===== src/rtl/acq_timing_pkg.sv =====
// Summary of operation
// Each accepted scan converts every listed channel
// Scan pulse edge is software selectable
// Scan pulse source is software selectable
// Divided timebase source uses a programmable divider
// Routed scan pulse drives active high
// Function lines stay inputs until enabled
// Scan pulses ignored outside an acquisition
// Scan pulses ignored while pause is active
// Start trigger starts divider; completion stops it
// Start to first scan delay, default four
// External scan source must respect conversion timing
// Scan timebase source is software selectable
// Timebase edge selectable except fast internal ones
// Each accepted conversion pulse converts one channel
// Conversion pulse edge is software selectable
// Conversion pulse source is software selectable
// Conversion divider counts down, fires, reloads
// Routed conversion pulse drives active low
// Scan to first conversion delay, default three
// All pulses ignored before a start trigger
// Conversions only between scan and channel count
// Early scan pulse raises scan overrun
// Sample counter decrements on each accepted scan; the code holds it at zero once it gets there in continuous mode
// Conversion timebase is scan timebase or 100 MHz
// Conversions per scan equal configured channel count
// Scan overrun is sticky until software clears
package acq_timing_pkg;
  localparam logic [7:0] OFS_CTRL      = 8'h00;
  localparam logic [7:0] OFS_CMD       = 8'h04;
  localparam logic [7:0] OFS_STATUS    = 8'h08;
  localparam logic [7:0] OFS_SOURCE    = 8'h0c;
  localparam logic [7:0] OFS_SCAN_DIV  = 8'h10;
  localparam logic [7:0] OFS_CONV_DIV  = 8'h14;
  localparam logic [7:0] OFS_START_DLY = 8'h18;
  localparam logic [7:0] OFS_CONV_DLY  = 8'h1c;
  localparam logic [7:0] OFS_SAMPLES   = 8'h20;
  localparam logic [7:0] OFS_CHANNELS  = 8'h24;
  localparam logic [7:0] OFS_ROUTE_EN  = 8'h28;
  localparam logic [7:0] OFS_ROUTE_SEL = 8'h2c;
  localparam logic [7:0] OFS_REMAIN    = 8'h30;
  // Control fields
  localparam int CTRL_CONTINUOUS = 0;
  localparam int CTRL_SCAN_FALL  = 1;
  localparam int CTRL_CONV_FALL  = 2;
  localparam int CTRL_TB_FALL    = 3;
  localparam int CTRL_PAUSE_LOW  = 4;
  localparam int CTRL_CONV_TB100 = 5;
  localparam int CTRL_W          = 6;
  // Command and status fields
  localparam int CMD_START   = 0;
  localparam int CMD_STOP    = 1;
  localparam int CMD_SW_SCAN = 2;
  localparam int STS_ACTIVE  = 0;
  localparam int STS_OVERRUN = 1;
  localparam int STS_IN_SCAN = 2;
  // Source field positions and codes; codes below 32 pick a line
  localparam int SRC_SCAN_POS = 0;
  localparam int SRC_CONV_POS = 8;
  localparam int SRC_TB_POS   = 16;
  localparam logic [5:0] SRC_DIVIDED  = 6'h20;
  localparam logic [5:0] SRC_SOFTWARE = 6'h21;
  localparam logic [5:0] TB_100M      = 6'h20;
  localparam logic [5:0] TB_20M       = 6'h21;
  localparam logic [5:0] TB_100K      = 6'h22;
  localparam logic [5:0] TB_CLK10     = 6'h23;
  // Reset values
  localparam logic [15:0] RST_START_DLY = 16'h0004;
  localparam logic [15:0] RST_CONV_DLY  = 16'h0003;
  localparam logic [15:0] RST_DIV       = 16'h0002;
  localparam logic [7:0]  RST_CHANNELS  = 8'h01;
  localparam logic [5:0]  RST_SCAN_SRC  = SRC_DIVIDED;
  localparam logic [5:0]  RST_CONV_SRC  = SRC_DIVIDED;
  localparam logic [5:0]  RST_TB_SRC    = TB_100M;
  localparam int ROUTE_W = 25;
  typedef enum logic [1:0] {ST_IDLE, ST_DELAY, ST_RUN} acq_state_t;
endpackage


===== src/rtl/acq_sample_convert_timing.sv =====
`timescale 1ns/1ps
`default_nettype none
module acq_sample_convert_timing
  import acq_timing_pkg::*;
#(
  parameter int DIV_W = 16,
  parameter int CNT_W = 24,
  parameter int CH_W  = 8
) (
  input  wire logic        CLOCK,
  input  wire logic        RESETN,
  input  wire logic        WB_CYC_I,
  input  wire logic        WB_STB_I,
  input  wire logic        WB_WE_I,
  input  wire logic [7:0]  WB_ADR_I,
  input  wire logic [3:0]  WB_SEL_I,
  input  wire logic [31:0] WB_DAT_I,
  output logic      [31:0] WB_DAT_O,
  output logic             WB_ACK_O,
  input  wire logic        TIMEBASE_100M,
  input  wire logic        TIMEBASE_20M,
  input  wire logic        TIMEBASE_100K,
  input  wire logic        BACKPLANE_10MHZ_CLOCK,
  input  wire logic [15:0] FUNC_LINES_IN,
  input  wire logic [7:0]  TRIG_BUS_IN,
  input  wire logic        STAR_IN,
  input  wire logic [1:0]  DIFF_STAR_IN,
  input  wire logic        ANALOG_COMPARE_EVENT,
  input  wire logic        COUNTER_OUTPUT,
  input  wire logic        CHANGE_DETECT_EVENT,
  input  wire logic [1:0]  OTHER_SCAN_PULSE,
  input  wire logic        START_TRIGGER,
  input  wire logic        PAUSE_TRIGGER,
  output logic      [15:0] FUNC_LINES_OUT,
  output logic      [15:0] FUNC_LINES_OE_N,
  output logic      [7:0]  TRIG_BUS_OUT,
  output logic      [7:0]  TRIG_BUS_OE_N,
  output logic             STAR_OUT,
  output logic             STAR_OE_N,
  output logic             CONVERT_START,
  output logic      [7:0]  CONVERT_CHANNEL,
  output logic             SCAN_START,
  output logic             ACQ_ACTIVE,
  output logic             SCAN_OVERRUN
);

  function automatic logic edge_of(input logic prev, input logic cur, input logic falling);
    edge_of = falling ? (prev & ~cur) : (~prev & cur);
  endfunction
  function automatic logic pick_line(input logic [31:0] lines, input logic [5:0] code);
    pick_line = code[5] ? 1'b0 : lines[code[4:0]];
  endfunction
  function automatic logic [31:0] merge_sel(input logic [31:0] old, input logic [31:0] din,
                                            input logic [3:0] sel);
    logic [31:0] res;
    res = old;
    for (int i = 0; i < 4; i++) begin
      if (sel[i]) begin
        res[8*i +: 8] = din[8*i +: 8];
      end
    end
    merge_sel = res;
  endfunction
  logic [CTRL_W-1:0]  ctrl;
  logic [5:0]         scan_src;
  logic [5:0]         conv_src;
  logic [5:0]         tb_src;
  logic [DIV_W-1:0]   scan_div;
  logic [DIV_W-1:0]   conv_div;
  logic [DIV_W-1:0]   start_dly;
  logic [DIV_W-1:0]   conv_dly;
  logic [CNT_W-1:0]   samples;
  logic [CH_W-1:0]    channels;
  logic [ROUTE_W-1:0] route_en;
  logic [ROUTE_W-1:0] route_sel;
  acq_state_t         state;
  logic [CNT_W-1:0]   remain;
  logic [DIV_W-1:0]   scan_cnt;
  logic [DIV_W-1:0]   conv_cnt;
  logic [CH_W-1:0]    conv_left;
  logic [CH_W-1:0]    chan_idx;
  logic               overrun;
  logic [31:0]        lines;
  logic [31:0]        lines_prev;
  logic               tb_level;
  logic               tb_prev;
  logic               tb100_prev;
  logic               start_prev;
  logic               wb_req;
  logic               wb_wr;
  logic [31:0]        rd_data;
  logic               sw_start;
  logic               sw_stop;
  logic               sw_scan;
  logic               tb_fall;
  logic               scan_tb_tick;
  logic               conv_tb_tick;
  logic               acq_on;
  logic               paused;
  logic               finite_done;
  logic               int_scan_fire;
  logic               scan_event;
  logic               accept_scan;
  logic               conv_event;
  logic               accept_conv;
  logic               acq_done;
  logic               start_req;
  logic [ROUTE_W-1:0] route_val;
  assign lines = {OTHER_SCAN_PULSE, CHANGE_DETECT_EVENT, COUNTER_OUTPUT, ANALOG_COMPARE_EVENT,
                  DIFF_STAR_IN, STAR_IN, TRIG_BUS_IN, FUNC_LINES_IN};
  // Register bus: one wait state, so every access is acked in the cycle after the request
  assign wb_req   = WB_CYC_I & WB_STB_I;
  assign wb_wr    = wb_req & WB_WE_I & WB_ACK_O;
  assign sw_start = wb_wr && WB_ADR_I == OFS_CMD && WB_SEL_I[0] && WB_DAT_I[CMD_START];
  assign sw_stop  = wb_wr && WB_ADR_I == OFS_CMD && WB_SEL_I[0] && WB_DAT_I[CMD_STOP];
  assign sw_scan  = wb_wr && WB_ADR_I == OFS_CMD && WB_SEL_I[0] && WB_DAT_I[CMD_SW_SCAN];
  always_ff @(posedge CLOCK or negedge RESETN) begin
    if (!RESETN) begin
      WB_ACK_O <= 1'b0;
      WB_DAT_O <= 32'h0000_0000;
    end else begin
      WB_ACK_O <= wb_req & ~WB_ACK_O;
      if (wb_req & ~WB_ACK_O) begin
        WB_DAT_O <= WB_WE_I ? 32'h0000_0000 : rd_data;
      end
    end
  end

  always_comb begin
    rd_data = 32'h0000_0000;
    if (WB_ADR_I == OFS_CTRL) begin
      rd_data[CTRL_W-1:0] = ctrl;
    end else if (WB_ADR_I == OFS_STATUS) begin
      rd_data[STS_ACTIVE]  = acq_on;
      rd_data[STS_OVERRUN] = overrun;
      rd_data[STS_IN_SCAN] = conv_left != '0;
    end else if (WB_ADR_I == OFS_SOURCE) begin
      rd_data[SRC_SCAN_POS +: 6] = scan_src;
      rd_data[SRC_CONV_POS +: 6] = conv_src;
      rd_data[SRC_TB_POS +: 6]   = tb_src;
    end else if (WB_ADR_I == OFS_SCAN_DIV) begin
      rd_data[DIV_W-1:0] = scan_div;
    end else if (WB_ADR_I == OFS_CONV_DIV) begin
      rd_data[DIV_W-1:0] = conv_div;
    end else if (WB_ADR_I == OFS_START_DLY) begin
      rd_data[DIV_W-1:0] = start_dly;
    end else if (WB_ADR_I == OFS_CONV_DLY) begin
      rd_data[DIV_W-1:0] = conv_dly;
    end else if (WB_ADR_I == OFS_SAMPLES) begin
      rd_data[CNT_W-1:0] = samples;
    end else if (WB_ADR_I == OFS_CHANNELS) begin
      rd_data[CH_W-1:0] = channels;
    end else if (WB_ADR_I == OFS_ROUTE_EN) begin
      rd_data[ROUTE_W-1:0] = route_en;
    end else if (WB_ADR_I == OFS_ROUTE_SEL) begin
      rd_data[ROUTE_W-1:0] = route_sel;
    end else if (WB_ADR_I == OFS_REMAIN) begin
      rd_data[CNT_W-1:0] = remain;
    end
  end
  // Configuration registers; writes land at the edge where ack is seen high
  always_ff @(posedge CLOCK or negedge RESETN) begin
    if (!RESETN) begin
      ctrl      <= '0;
      scan_src  <= RST_SCAN_SRC;
      conv_src  <= RST_CONV_SRC;
      tb_src    <= RST_TB_SRC;
      scan_div  <= RST_DIV;
      conv_div  <= RST_DIV;
      start_dly <= RST_START_DLY;
      conv_dly  <= RST_CONV_DLY;
      samples   <= '0;
      channels  <= RST_CHANNELS;
      route_en  <= '0;
      route_sel <= '0;
    end else if (wb_wr) begin
      if (WB_ADR_I == OFS_CTRL) begin
        ctrl <= CTRL_W'(merge_sel(32'(ctrl), WB_DAT_I, WB_SEL_I));
      end else if (WB_ADR_I == OFS_SOURCE) begin
        if (WB_SEL_I[0]) scan_src <= WB_DAT_I[SRC_SCAN_POS +: 6];
        if (WB_SEL_I[1]) conv_src <= WB_DAT_I[SRC_CONV_POS +: 6];
        if (WB_SEL_I[2]) tb_src <= WB_DAT_I[SRC_TB_POS +: 6];
      end else if (WB_ADR_I == OFS_SCAN_DIV) begin
        scan_div <= DIV_W'(merge_sel(32'(scan_div), WB_DAT_I, WB_SEL_I));
      end else if (WB_ADR_I == OFS_CONV_DIV) begin
        conv_div <= DIV_W'(merge_sel(32'(conv_div), WB_DAT_I, WB_SEL_I));
      end else if (WB_ADR_I == OFS_START_DLY) begin
        start_dly <= DIV_W'(merge_sel(32'(start_dly), WB_DAT_I, WB_SEL_I));
      end else if (WB_ADR_I == OFS_CONV_DLY) begin
        conv_dly <= DIV_W'(merge_sel(32'(conv_dly), WB_DAT_I, WB_SEL_I));
      end else if (WB_ADR_I == OFS_SAMPLES) begin
        samples <= CNT_W'(merge_sel(32'(samples), WB_DAT_I, WB_SEL_I));
      end else if (WB_ADR_I == OFS_CHANNELS) begin
        channels <= CH_W'(merge_sel(32'(channels), WB_DAT_I, WB_SEL_I));
      end else if (WB_ADR_I == OFS_ROUTE_EN) begin
        route_en <= ROUTE_W'(merge_sel(32'(route_en), WB_DAT_I, WB_SEL_I));
      end else if (WB_ADR_I == OFS_ROUTE_SEL) begin
        route_sel <= ROUTE_W'(merge_sel(32'(route_sel), WB_DAT_I, WB_SEL_I));
      end
    end
  end
  // Timebase selection and edge detection
  always_comb begin
    tb_level = pick_line(lines, tb_src);
    if (tb_src == TB_100M) tb_level = TIMEBASE_100M;
    else if (tb_src == TB_20M) tb_level = TIMEBASE_20M;
    else if (tb_src == TB_100K) tb_level = TIMEBASE_100K;
    else if (tb_src == TB_CLK10) tb_level = BACKPLANE_10MHZ_CLOCK;
  end

  always_ff @(posedge CLOCK or negedge RESETN) begin
    if (!RESETN) begin
      lines_prev <= '0;
      tb_prev    <= 1'b0;
      tb100_prev <= 1'b0;
      start_prev <= 1'b0;
    end else begin
      lines_prev <= lines;
      tb_prev    <= tb_level;
      tb100_prev <= TIMEBASE_100M;
      start_prev <= START_TRIGGER;
    end
  end
  // Fast internal timebases always count on the rising edge
  assign tb_fall      = ctrl[CTRL_TB_FALL] && tb_src != TB_100M && tb_src != TB_20M;
  assign scan_tb_tick = edge_of(tb_prev, tb_level, tb_fall);
  assign conv_tb_tick = ctrl[CTRL_CONV_TB100] ? edge_of(tb100_prev, TIMEBASE_100M, 1'b0)
                                              : scan_tb_tick;
  assign acq_on      = state != ST_IDLE;
  assign paused      = PAUSE_TRIGGER ^ ctrl[CTRL_PAUSE_LOW];
  assign finite_done = !ctrl[CTRL_CONTINUOUS] && remain == '0;
  assign start_req   = edge_of(start_prev, START_TRIGGER, 1'b0) | sw_start;
  // Internal scan divider halts while paused
  assign int_scan_fire = acq_on && !paused && !finite_done && scan_src == SRC_DIVIDED &&
                         scan_tb_tick && scan_cnt <= DIV_W'(1);
  always_comb begin
    if (scan_src == SRC_DIVIDED) scan_event = int_scan_fire;
    else if (scan_src == SRC_SOFTWARE) scan_event = sw_scan;
    else scan_event = edge_of(pick_line(lines_prev, scan_src), pick_line(lines, scan_src),
                              ctrl[CTRL_SCAN_FALL]);
  end
  // The timing source of an external scan is not checked; an early pulse shows as overrun
  assign accept_scan = acq_on && !paused && !finite_done && scan_event;
  always_comb begin
    if (conv_src == SRC_DIVIDED) conv_event = conv_tb_tick && conv_cnt <= DIV_W'(1);
    else conv_event = edge_of(pick_line(lines_prev, conv_src), pick_line(lines, conv_src),
                              ctrl[CTRL_CONV_FALL]);
  end
  assign accept_conv = acq_on && conv_left != '0 && conv_event && !accept_scan;
  assign acq_done    = state == ST_RUN && finite_done && conv_left == '0;
  always_ff @(posedge CLOCK or negedge RESETN) begin
    if (!RESETN) begin
      state <= ST_IDLE;
    end else begin
      case (state)
        ST_IDLE: begin
          // Retrigger is refused while a run is in progress
          if (start_req) state <= (scan_src == SRC_DIVIDED) ? ST_DELAY : ST_RUN;
        end
        ST_DELAY: begin
          if (sw_stop || finite_done) state <= ST_IDLE;
          else if (int_scan_fire) state <= ST_RUN;
        end
        ST_RUN: begin
          if (sw_stop || acq_done) state <= ST_IDLE;
        end
        default: state <= ST_IDLE;
      endcase
    end
  end

  always_ff @(posedge CLOCK or negedge RESETN) begin
    if (!RESETN) begin
      scan_cnt <= RST_START_DLY;
    end else if (!acq_on) begin
      scan_cnt <= start_dly;
    end else if (int_scan_fire) begin
      scan_cnt <= scan_div;
    end else if (scan_src == SRC_DIVIDED && !paused && scan_tb_tick) begin
      scan_cnt <= scan_cnt - DIV_W'(1);
    end
  end

  always_ff @(posedge CLOCK or negedge RESETN) begin
    if (!RESETN) begin
      remain <= '0;
    end else if (state == ST_IDLE && start_req) begin
      remain <= samples;
    end else if (accept_scan && remain != '0) begin
      remain <= remain - CNT_W'(1);
    end
  end

  always_ff @(posedge CLOCK or negedge RESETN) begin
    if (!RESETN) begin
      conv_left <= '0;
      conv_cnt  <= RST_CONV_DLY;
      chan_idx  <= '0;
    end else if (!acq_on) begin
      conv_left <= '0;
      conv_cnt  <= conv_dly;
    end else if (accept_scan) begin
      conv_left <= channels;
      conv_cnt  <= conv_dly;
      chan_idx  <= '0;
    end else if (accept_conv) begin
      conv_left <= conv_left - CH_W'(1);
      conv_cnt  <= (conv_left == CH_W'(1)) ? conv_dly : conv_div;
      chan_idx  <= chan_idx + CH_W'(1);
    end else if (conv_src == SRC_DIVIDED && conv_left != '0 && conv_tb_tick) begin
      conv_cnt <= conv_cnt - DIV_W'(1);
    end
  end
  // Set wins over a clear in the same cycle
  always_ff @(posedge CLOCK or negedge RESETN) begin
    if (!RESETN) begin
      overrun <= 1'b0;
    end else if (accept_scan && conv_left != '0) begin
      overrun <= 1'b1;
    end else if (wb_wr && WB_ADR_I == OFS_STATUS && WB_SEL_I[0] && WB_DAT_I[STS_OVERRUN]) begin
      overrun <= 1'b0;
    end
  end

  always_ff @(posedge CLOCK or negedge RESETN) begin
    if (!RESETN) begin
      SCAN_START      <= 1'b0;
      CONVERT_START   <= 1'b0;
      CONVERT_CHANNEL <= '0;
      ACQ_ACTIVE      <= 1'b0;
      SCAN_OVERRUN    <= 1'b0;
    end else begin
      SCAN_START    <= accept_scan;
      CONVERT_START <= accept_conv;
      if (accept_conv) CONVERT_CHANNEL <= 8'(chan_idx);
      ACQ_ACTIVE    <= acq_on;
      SCAN_OVERRUN  <= overrun | (accept_scan && conv_left != '0);
    end
  end
  // Terminal routing: scan pulse is active high, conversion pulse active low
  always_comb begin
    for (int i = 0; i < ROUTE_W; i++) begin
      route_val[i] = route_sel[i] ? ~accept_conv : accept_scan;
    end
  end

  always_ff @(posedge CLOCK or negedge RESETN) begin
    if (!RESETN) begin
      FUNC_LINES_OUT  <= '0;
      FUNC_LINES_OE_N <= '1;
      TRIG_BUS_OUT    <= '0;
      TRIG_BUS_OE_N   <= '1;
      STAR_OUT        <= 1'b0;
      STAR_OE_N       <= 1'b1;
    end else begin
      FUNC_LINES_OUT  <= route_val[15:0] & route_en[15:0];
      FUNC_LINES_OE_N <= ~route_en[15:0];
      TRIG_BUS_OUT    <= route_val[23:16] & route_en[23:16];
      TRIG_BUS_OE_N   <= ~route_en[23:16];
      STAR_OUT        <= route_val[24] & route_en[24];
      STAR_OE_N       <= ~route_en[24];
    end
  end

endmodule
`default_nettype wire


===== config.mk =====
export PLATFORM = sky130hd
export DESIGN_NAME = acq_sample_convert_timing
export DESIGN_NICKNAME = d
export VERILOG_FILES = /design/src/rtl/acq_timing_pkg.sv /design/src/rtl/acq_sample_convert_timing.sv
export SDC_FILE = /design/constraint.sdc
export NUM_CORES = 1
export LEC_CHECK = 0
export ABC_AREA = 1
export BUFFER_PORTS_ARGS = -buffer_cell sky130_fd_sc_hd__buf_2
export CORE_MARGIN = 4
export CORE_UTILIZATION = 30
export CTS_CLUSTER_DIAMETER = 150
export DETAILED_ROUTE_END_ITERATION = 16
export PLACE_DENSITY = 0.55
export RECOVER_POWER = 25
export REMOVE_ABC_BUFFERS = 1
export SYNTH_ARGS = -nofsm -noshare
export SYNTH_HDL_FRONTEND = slang
export SYNTH_SLANG_ARGS = --single-unit

===== constraint.sdc =====
create_clock -name CLOCK -period 6.9 [get_ports CLOCK]
set_input_delay 1.38 -clock CLOCK [delete_from_list [all_inputs] [get_ports CLOCK]]
set_output_delay 1.38 -clock CLOCK [all_outputs]
set_load 0.02 [all_outputs]

==> impl_metrics.py, run 1 <==
metrics = {
    "outcome": {
        "status": "complete, but fails checks",
        "violations": "max-capacitance violations, max-slew violations",
    },
    "synth": {
        "ys_ff_latch": 368,
        "syn_area_um2": 19180,
        "synth-async-reset-ratio": 1.000,
        "synth_cells": 2428,
        "synth_edf_count": 0,
        "ys_seq_area_frac": 0.4825,
        "syn_avg_cell_area_um2": 7.900,
        "synthFlopType": "dfrtp_1",
        "yosysUniqueCellTypes": 58,
        "ys_warn_count": 0,
    },
    "grt": {
        "grt-ovfl-total": 0,
        "grt_pass1_wl_um": 102100,
        "grt_pass1_vias": 17110,
        "grt_max_degree": 148,
        "track_usage": 0.1932,
        "antenna_found_initial": 2,
    },
    "floorplan": {
        "die_y_um": 260.9,
        "die_area_um2": 68050,
        "die_w_um": 260.9,
        "core_area_um2": 63200,
        "io_pins": 182,
        "initial_core_util": 0.3035,
        "num_rows": 92,
    },
    "power": {
        "pwr-share-comb": 0.213,
        "p_sw_frac": 0.3278,
        "ir_drop_uv": 157.8,
        "clock_power_share": 0.377,
        "p_seq_frac": 0.410,
        "power_density_nw_per_um2": 285.1,
        "power_uw": 6298,
        "p_sw_uw": 2064,
        "power.leakage_uw": 0.01013,
        "p_int_uw": 4234,
    },
    "critical_path": {
        "crit_chain": "inv_2 > nand2_1 > nand2_1 > nand2_1 > nand2_1 > nand2_1 > nand2_1 > nor2_1 > nand2_1 > nand3_2 > nand4_4 > nand2_2 > nand2_1 > nand3_4 > nand2_4 > a21oi_4 > nand3_2 > o21ai_0 > nor2_1 > nor2_1",
        "cpLargestDelayFamily": "simple AND/OR/NAND/NOR gates",
        "cp_max_fo": 31,
        "required_ps": 7400,
        "worstSetupStartpointType": "flop",
        "cpPeakStageDelay_ps": 840,
        "crit_top_cell": "nand2_1",
        "end_kind": "flop",
        "crit_type": "reg -> reg",
        "path_buf_inv": 1,
        "cpMaxStageDelayCell": "dfrtp_1",
        "crit_arrival_ps": 4980,
    },
    "clock_tree": {
        "worstSkewPairLatency_ps": 590,
        "cts_setup_buffers": 0,
        "hold_buffers": 0,
        "cts_max_level": 2,
        "cts_tree": "yes",
        "cts_root_buf": "clkbuf_16",
        "clock_sinks": 368,
        "clk_pin_slew_ps": 70,
        "numCtsBuffers": 43,
        "clock_path_buffers": 3,
        "cts_repair_resize_count": 0,
    },
    "sta": {
        "tightest_slew_ps": 2971,
        "setup_tns_ps": 0,
        "grt_setup_unrepaired": "false",
        "finalSetupViolCount": 0,
        "worst_slack_ps": 2424,
        "min_period_ps": 4476,
        "fin_crit_sh": 0.6487,
        "slew_headroom": -0.9808,
        "max_freq_ghz": 0.2234,
        "hold_viol": 0,
        "fin_worst_skew_ps": 25.70,
        "maxSlewViolCount": 112,
    },
    "finish": {
        "layout_common_cells": "nand2_1, dfrtp_1, o21ai_0, inv_1, nor2_1",
        "final_layout_size_suffix_gt1_frac": 0.1211,
        "layout.nets": 2654,
        "layout.cells.non_filler": 3442,
        "final_util": 0.3496,
        "fillers": 6595,
        "area_growth_pct": 15.18,
        "layout_commonest_cell": "nand2_1",
    },
    "placement": {
        "dp_hpwl_um": 48870,
        "gp_congestion": 0.9354,
        "dp.cells": 3359,
        "numPortBuffers": 167,
        "dp_slack_ps": 2118,
    },
    "route": {
        "num_vias": 17680,
        "drtIter0Drc": 1724,
        "ant_nets": 0,
        "drt_pre_antenna_iters": 6,
        "via_per_inst": 5.136,
        "wirelength_um": 66930,
        "routedWlPerCell_um": 19.44,
        "detail_route.drc_violations": 0,
    },
    "min_path": {
        "hold_path.class": "reg -> reg",
    },
    "flow_run": {
        "cap_violations": 1,
    },
}
-- path summary, 6_finish.rpt --
path | startpoint | end | depth (start not counted) | slack [ps]
max | tb_src[0]$_DFFE_PN0P_ | conv_cnt[6]$_DFFE_PN0P_ | 20 | 2420
max in group asynchronous | RESETN | lines_prev[22]$_DFF_PN0_ | 2 | 2980
min in group asynchronous | RESETN | SCAN_START$_DFF_PN0_ | 1 | 1730
min | route_en[18]$_DFFE_PN0P_ | TRIG_BUS_OE_N[2]$_DFF_PN1_ | 1 | 430
min reg2reg | route_en[18]$_DFFE_PN0P_ | TRIG_BUS_OE_N[2]$_DFF_PN1_ | 1 | 430
max reg2reg | tb_src[0]$_DFFE_PN0P_ | conv_cnt[6]$_DFFE_PN0P_ | 20 | 2420
-- metrics by stage --
step,area (um2),hold slack [ps]
after detailed placement,20690,420.1
final,22090,429.3
after CTS,22140,433.5
after floorplan,18600,390.4
after global placement,20690,424.4
after global routing,22090,461.4
-- registers in the layout, summed over array words and instances (netlist names), 24 cells and up --
| signal | flops |
|---|---|
| WB_DAT_O | 25 |
| lines_prev | 32 |
| remain | 24 |
| route_en | 25 |
| route_sel | 25 |
| samples | 24 |
-- cell families (layout without fill, tap and decap cells) --
logic type      count (synthesis)  after routing  synth area share
other cells                     1             11         0.0001955
compound gates                605            605            0.1809
fa+ha+maj                       9              9          0.005871
buf+inv                       388            546           0.08643
xor+xnor                       38             38           0.01735
simple gates                 1013           1013            0.2235
flops                         368            368            0.4825
mux                             6              6          0.003261
-- layer usage --
| metal | up-vias | GRT usage | share of wire |
|---|---|---|---|
| met5 | - | 0 | 0.00019 |
| met4 | 2 | 0.07246 | 0.041 |
| met3 | 155 | 0.03688 | 0.076 |
| met2 | 676 | 0.3149 | 0.46 |
| met1 | 8536 | 0.2553 | 0.42 |
| li1 | 8309 | - | - |
-- synthesized netlist by cell type (2+ instances only) --
| master | number | area share |
|---|---|---|
| mux2i_1 | 4 | 0.0021 |
| dfstp_2 | 37 | 0.051 |
| o21ai_1 | 21 | 0.0055 |
| a221oi_1 | 3 | 0.0014 |
| a21oi_1 | 96 | 0.025 |
| o221ai_1 | 16 | 0.0073 |
| nor2_2 | 4 | 0.0013 |
| inv_4 | 2 | 0.00065 |
| xnor2_1 | 10 | 0.0046 |
| nor2_4 | 3 | 0.0018 |
| nor2_1 | 234 | 0.046 |
| a211oi_1 | 4 | 0.0016 |
| nand3_1 | 121 | 0.032 |
| xor2_1 | 28 | 0.013 |
| nor3_1 | 25 | 0.0065 |
| clkinv_1 | 3 | 0.00059 |
| buf_4 | 22 | 0.0086 |
| clkbuf_1 | 52 | 0.010 |
| nand2_2 | 7 | 0.0023 |
| ha_1 | 9 | 0.0059 |
| a32o_1 | 6 | 0.0031 |
| a21oi_4 | 2 | 0.0017 |
| dfrtp_1 | 331 | 0.43 |
| a31oi_1 | 19 | 0.0062 |
| buf_6 | 9 | 0.0053 |
| nand3_2 | 6 | 0.0031 |
| nand3b_1 | 3 | 0.0012 |
| nand2_1 | 570 | 0.11 |
| nand4_1 | 17 | 0.0055 |
| nor4_2 | 2 | 0.0013 |
| nor3_2 | 3 | 0.0016 |
| nand2_4 | 4 | 0.0023 |
| buf_2 | 24 | 0.0063 |
| o21ai_0 | 308 | 0.080 |
| a22oi_1 | 2 | 0.00078 |
| inv_1 | 262 | 0.051 |
| mux2_2 | 2 | 0.0012 |
| o211ai_1 | 76 | 0.030 |
| o31ai_1 | 10 | 0.0039 |
| inv_2 | 11 | 0.0022 |
| o22ai_1 | 37 | 0.012 |
| nor4_1 | 7 | 0.0023 |
-- power by group through the flow --
stage	Clock, uW	Sequential [uW]	Combinational (uW)
5_1_grt	2500	2610	1540
6_report	2370	2580	1340
3_3_place_gp	0	2610	1310
3_5_place_dp	0	2620	1340
2_1_floorplan	0	2580	942
4_1_cts	2420	2580	1350
-- cell type report --
cell class,count,area (um2),share of cell area
Clock buffer,58,1184,0.05357
Sequential cell,368,9255,0.4189
Antenna cell,4,10.01,0.0004530
Timing Repair Buffer,188,964.7,0.04366
Multi-Input combinational cell,1678,8305,0.3759
Clock inverter,21,260.3,0.01178
Inverter,279,1057,0.04785
Tap cell,846,1059,0.04791
(Power assumes the default switching activity.)
==> inputs of run 2 (changes only) <==
Settings changed: PLACE_DENSITY 0.55 to 0.57.
Clock period 6.9 ns to 3.75 ns, I/O delays scaled along.
==> run 2 against run 1 <==
  * The flow still finishes with violations (max-capacitance violations, max-slew violations)
  * Wire length shrank 1.2%
  * Setup slack lost 2100 ps
  * Utilization grew 0.90 points
  * First-iteration DRC count shrank 10%
  * Critical path type unchanged
  * Critical endpoint is now conv_left[7]$_DFFE_PN0P_
  * Largest power group unchanged
  * Highest routed layer unchanged
==> impl_metrics.py, run 2 (synthesis results as in run 1) <==
metrics = {
    "placement": {
        "numPortBuffers": 167,
        "gp_congestion": 0.9335,
        "dp.cells": 3417,
        "post_dp_cell_area_um2": 21230,
        "dp_hpwl_um": 49070,
    },
    "floorplan": {
        "initial_core_util": 0.3035,
        "io_pins": 182,
        "die_w_um": 260.9,
        "die_y_um": 260.9,
        "core_area_um2": 63200,
        "die_area_um2": 68050,
        "num_rows": 92,
    },
    "clock_tree": {
        "clock_path_buffers": 3,
        "cts_root_buf": "clkbuf_16",
        "hold_buffers": 0,
        "clock_sinks": 368,
        "cts_repair_resize_count": 0,
        "worstSkewPairLatency_ps": 580,
        "cts_setup_buffers": 0,
        "numCtsBuffers": 42,
        "cts_tree": "yes",
        "cts_max_level": 2,
        "clk_pin_slew_ps": 60,
    },
    "grt": {
        "track_usage": 0.1923,
        "grt_max_degree": 79,
        "grt_pass1_wl_um": 101700,
        "antenna_found_initial": 3,
        "grt-ovfl-total": 0,
        "grt_pass1_vias": 16730,
    },
    "finish": {
        "largest_register_ffs": 32,
        "final_layout_size_suffix_gt1_frac": 0.1412,
        "layout_common_cells": "nand2_1, dfrtp_1, o21ai_0, inv_1, nor2_1",
        "area_growth_pct": 18.15,
        "final_util": 0.3586,
        "layout.nets": 2711,
        "final_area_um2": 22660,
        "top_register": "lines_prev",
        "layout.cells.non_filler": 3495,
        "layout_commonest_cell": "nand2_1",
    },
    "sta": {
        "hold_viol": 0,
        "max_freq_ghz": 0.2932,
        "grt_setup_unrepaired": "false",
        "slew_headroom": -0.4889,
        "setup_tns_ps": 0,
        "fin_worst_skew_ps": 28.02,
        "maxSlewViolCount": 77,
        "min_period_ps": 3410,
        "finalSetupViolCount": 0,
        "fin_crit_sh": 0.9094,
        "tightest_slew_ps": 2233,
    },
    "route": {
        "routedWlPerCell_um": 18.92,
        "top_layer": "met5",
        "drt_pre_antenna_iters": 5,
        "detail_route.drc_violations": 0,
        "num_vias": 17550,
        "drtIter0Drc": 1552,
        "wl_met2_um": 31150,
        "drt-met1-wl_um": 28310,
        "ant_nets": 0,
        "wirelength_um": 66130,
        "via_per_inst": 5.021,
        "route.met3.wl_um": 4700,
    },
    "power": {
        "power.leakage_uw": 0.01046,
        "ir_drop_uv": 275.5,
        "power_density_nw_per_um2": 521.5,
    },
    "min_path": {
        "hold_path.class": "in -> reg",
    },
    "flow_run": {
        "cap_violations": 1,
    },
    "critical_path": {
        "required_ps": 4200,
        "crit_type": "reg -> reg",
        "crit_arrival_ps": 3860,
        "cp_max_fo": 23,
        "end_kind": "flop",
        "worstSetupStartpointType": "flop",
    },
    "outcome": {
        "violations": "max-capacitance violations, max-slew violations",
        "status": "complete, but fails checks",
    },
}
==> run 2: cell types whose count changed in the layout (fill, tap and decap cells not counted), sizes merged <==
| cell | delta |
|---|---|
| diode | -3 |
| clkbuf | -1 |
| clkinv | -1 |
| bufinv | +3 |
| buf | +54 |
| clkinvlp | +1 |
==> run 2: path summary, 6_finish.rpt <==
check	startpoint	endpoint	slack (ps)	depth (start not counted)
max in group asynchronous	RESETN	lines_prev[6]$_DFF_PN0_	690	2
max	tb_src[1]$_DFFE_PN0P_	conv_left[7]$_DFFE_PN0P_	340	19
min	FUNC_LINES_IN[9]	lines_prev[9]$_DFF_PN0_	300	1
min in group asynchronous	RESETN	FUNC_LINES_OUT[6]$_DFF_PN0_	800	1
min reg2reg	route_en[18]$_DFFE_PN0P_	TRIG_BUS_OE_N[2]$_DFF_PN1_	430	1
max reg2reg	tb_src[1]$_DFFE_PN0P_	conv_left[7]$_DFFE_PN0P_	340	19
==> run 2: layer usage <==
metal	vias up	GRT usage
li1	8433	-
met1	8397	0.2585
met2	611	0.3170
met3	107	0.03523
met4	2	0.05621
met5	-	0
==> run 2: power by group <==
| part | switching, uW | internal, uW | total (uW) |
|---|---|---|---|
| Clock | 1760 | 2770 | 4530 |
| Sequential | 384 | 4360 | 4750 |
| Combinational | 1610 | 929 | 2540 |
| Total | 3750 | 8070 | 11800 |
==> run 2: layout make-up <==
class | count | area (um2)
clock inverters | 24 | 337.8
repair buffers | 246 | 1474
inverters | 279 | 1057
clock buffers | 53 | 1174
fillers | 6608 | 40530
well taps | 846 | 1059
multi-input cells | 1678 | 8305
diodes | 1 | 2.502
flip-flops and latches | 368 | 9255
==> run 2: worst max-delay path: stages, from the launching register on <==
cell and delay (ps):
dfrtp_1 680, inv_6 120, nand2_1 220, o21ai_1 90, nor2_1 230, nor2_1 70
nor2_1 100, nand2_1 60, nand3_2 80, nand4_4 100, nand2_2 100, nand2_1 50
nand3_1 90, nand3_1 70, nand2_1 250, nand2_2 100, buf_4 240, nand2_2 240
inv_2 150, o31ai_1 230
==> run 2: through the flow <==
step	setup WS (ps)	total power [uW]	hold WS (ps)
after floorplan	237.4	6477	390.4
after global placement	320.2	7329	420.4
after detailed placement	305.2	7353	419.2
after CTS	404.6	11930	178.3
after global routing	101.1	12520	281.8
final	339.7	11820	297.4
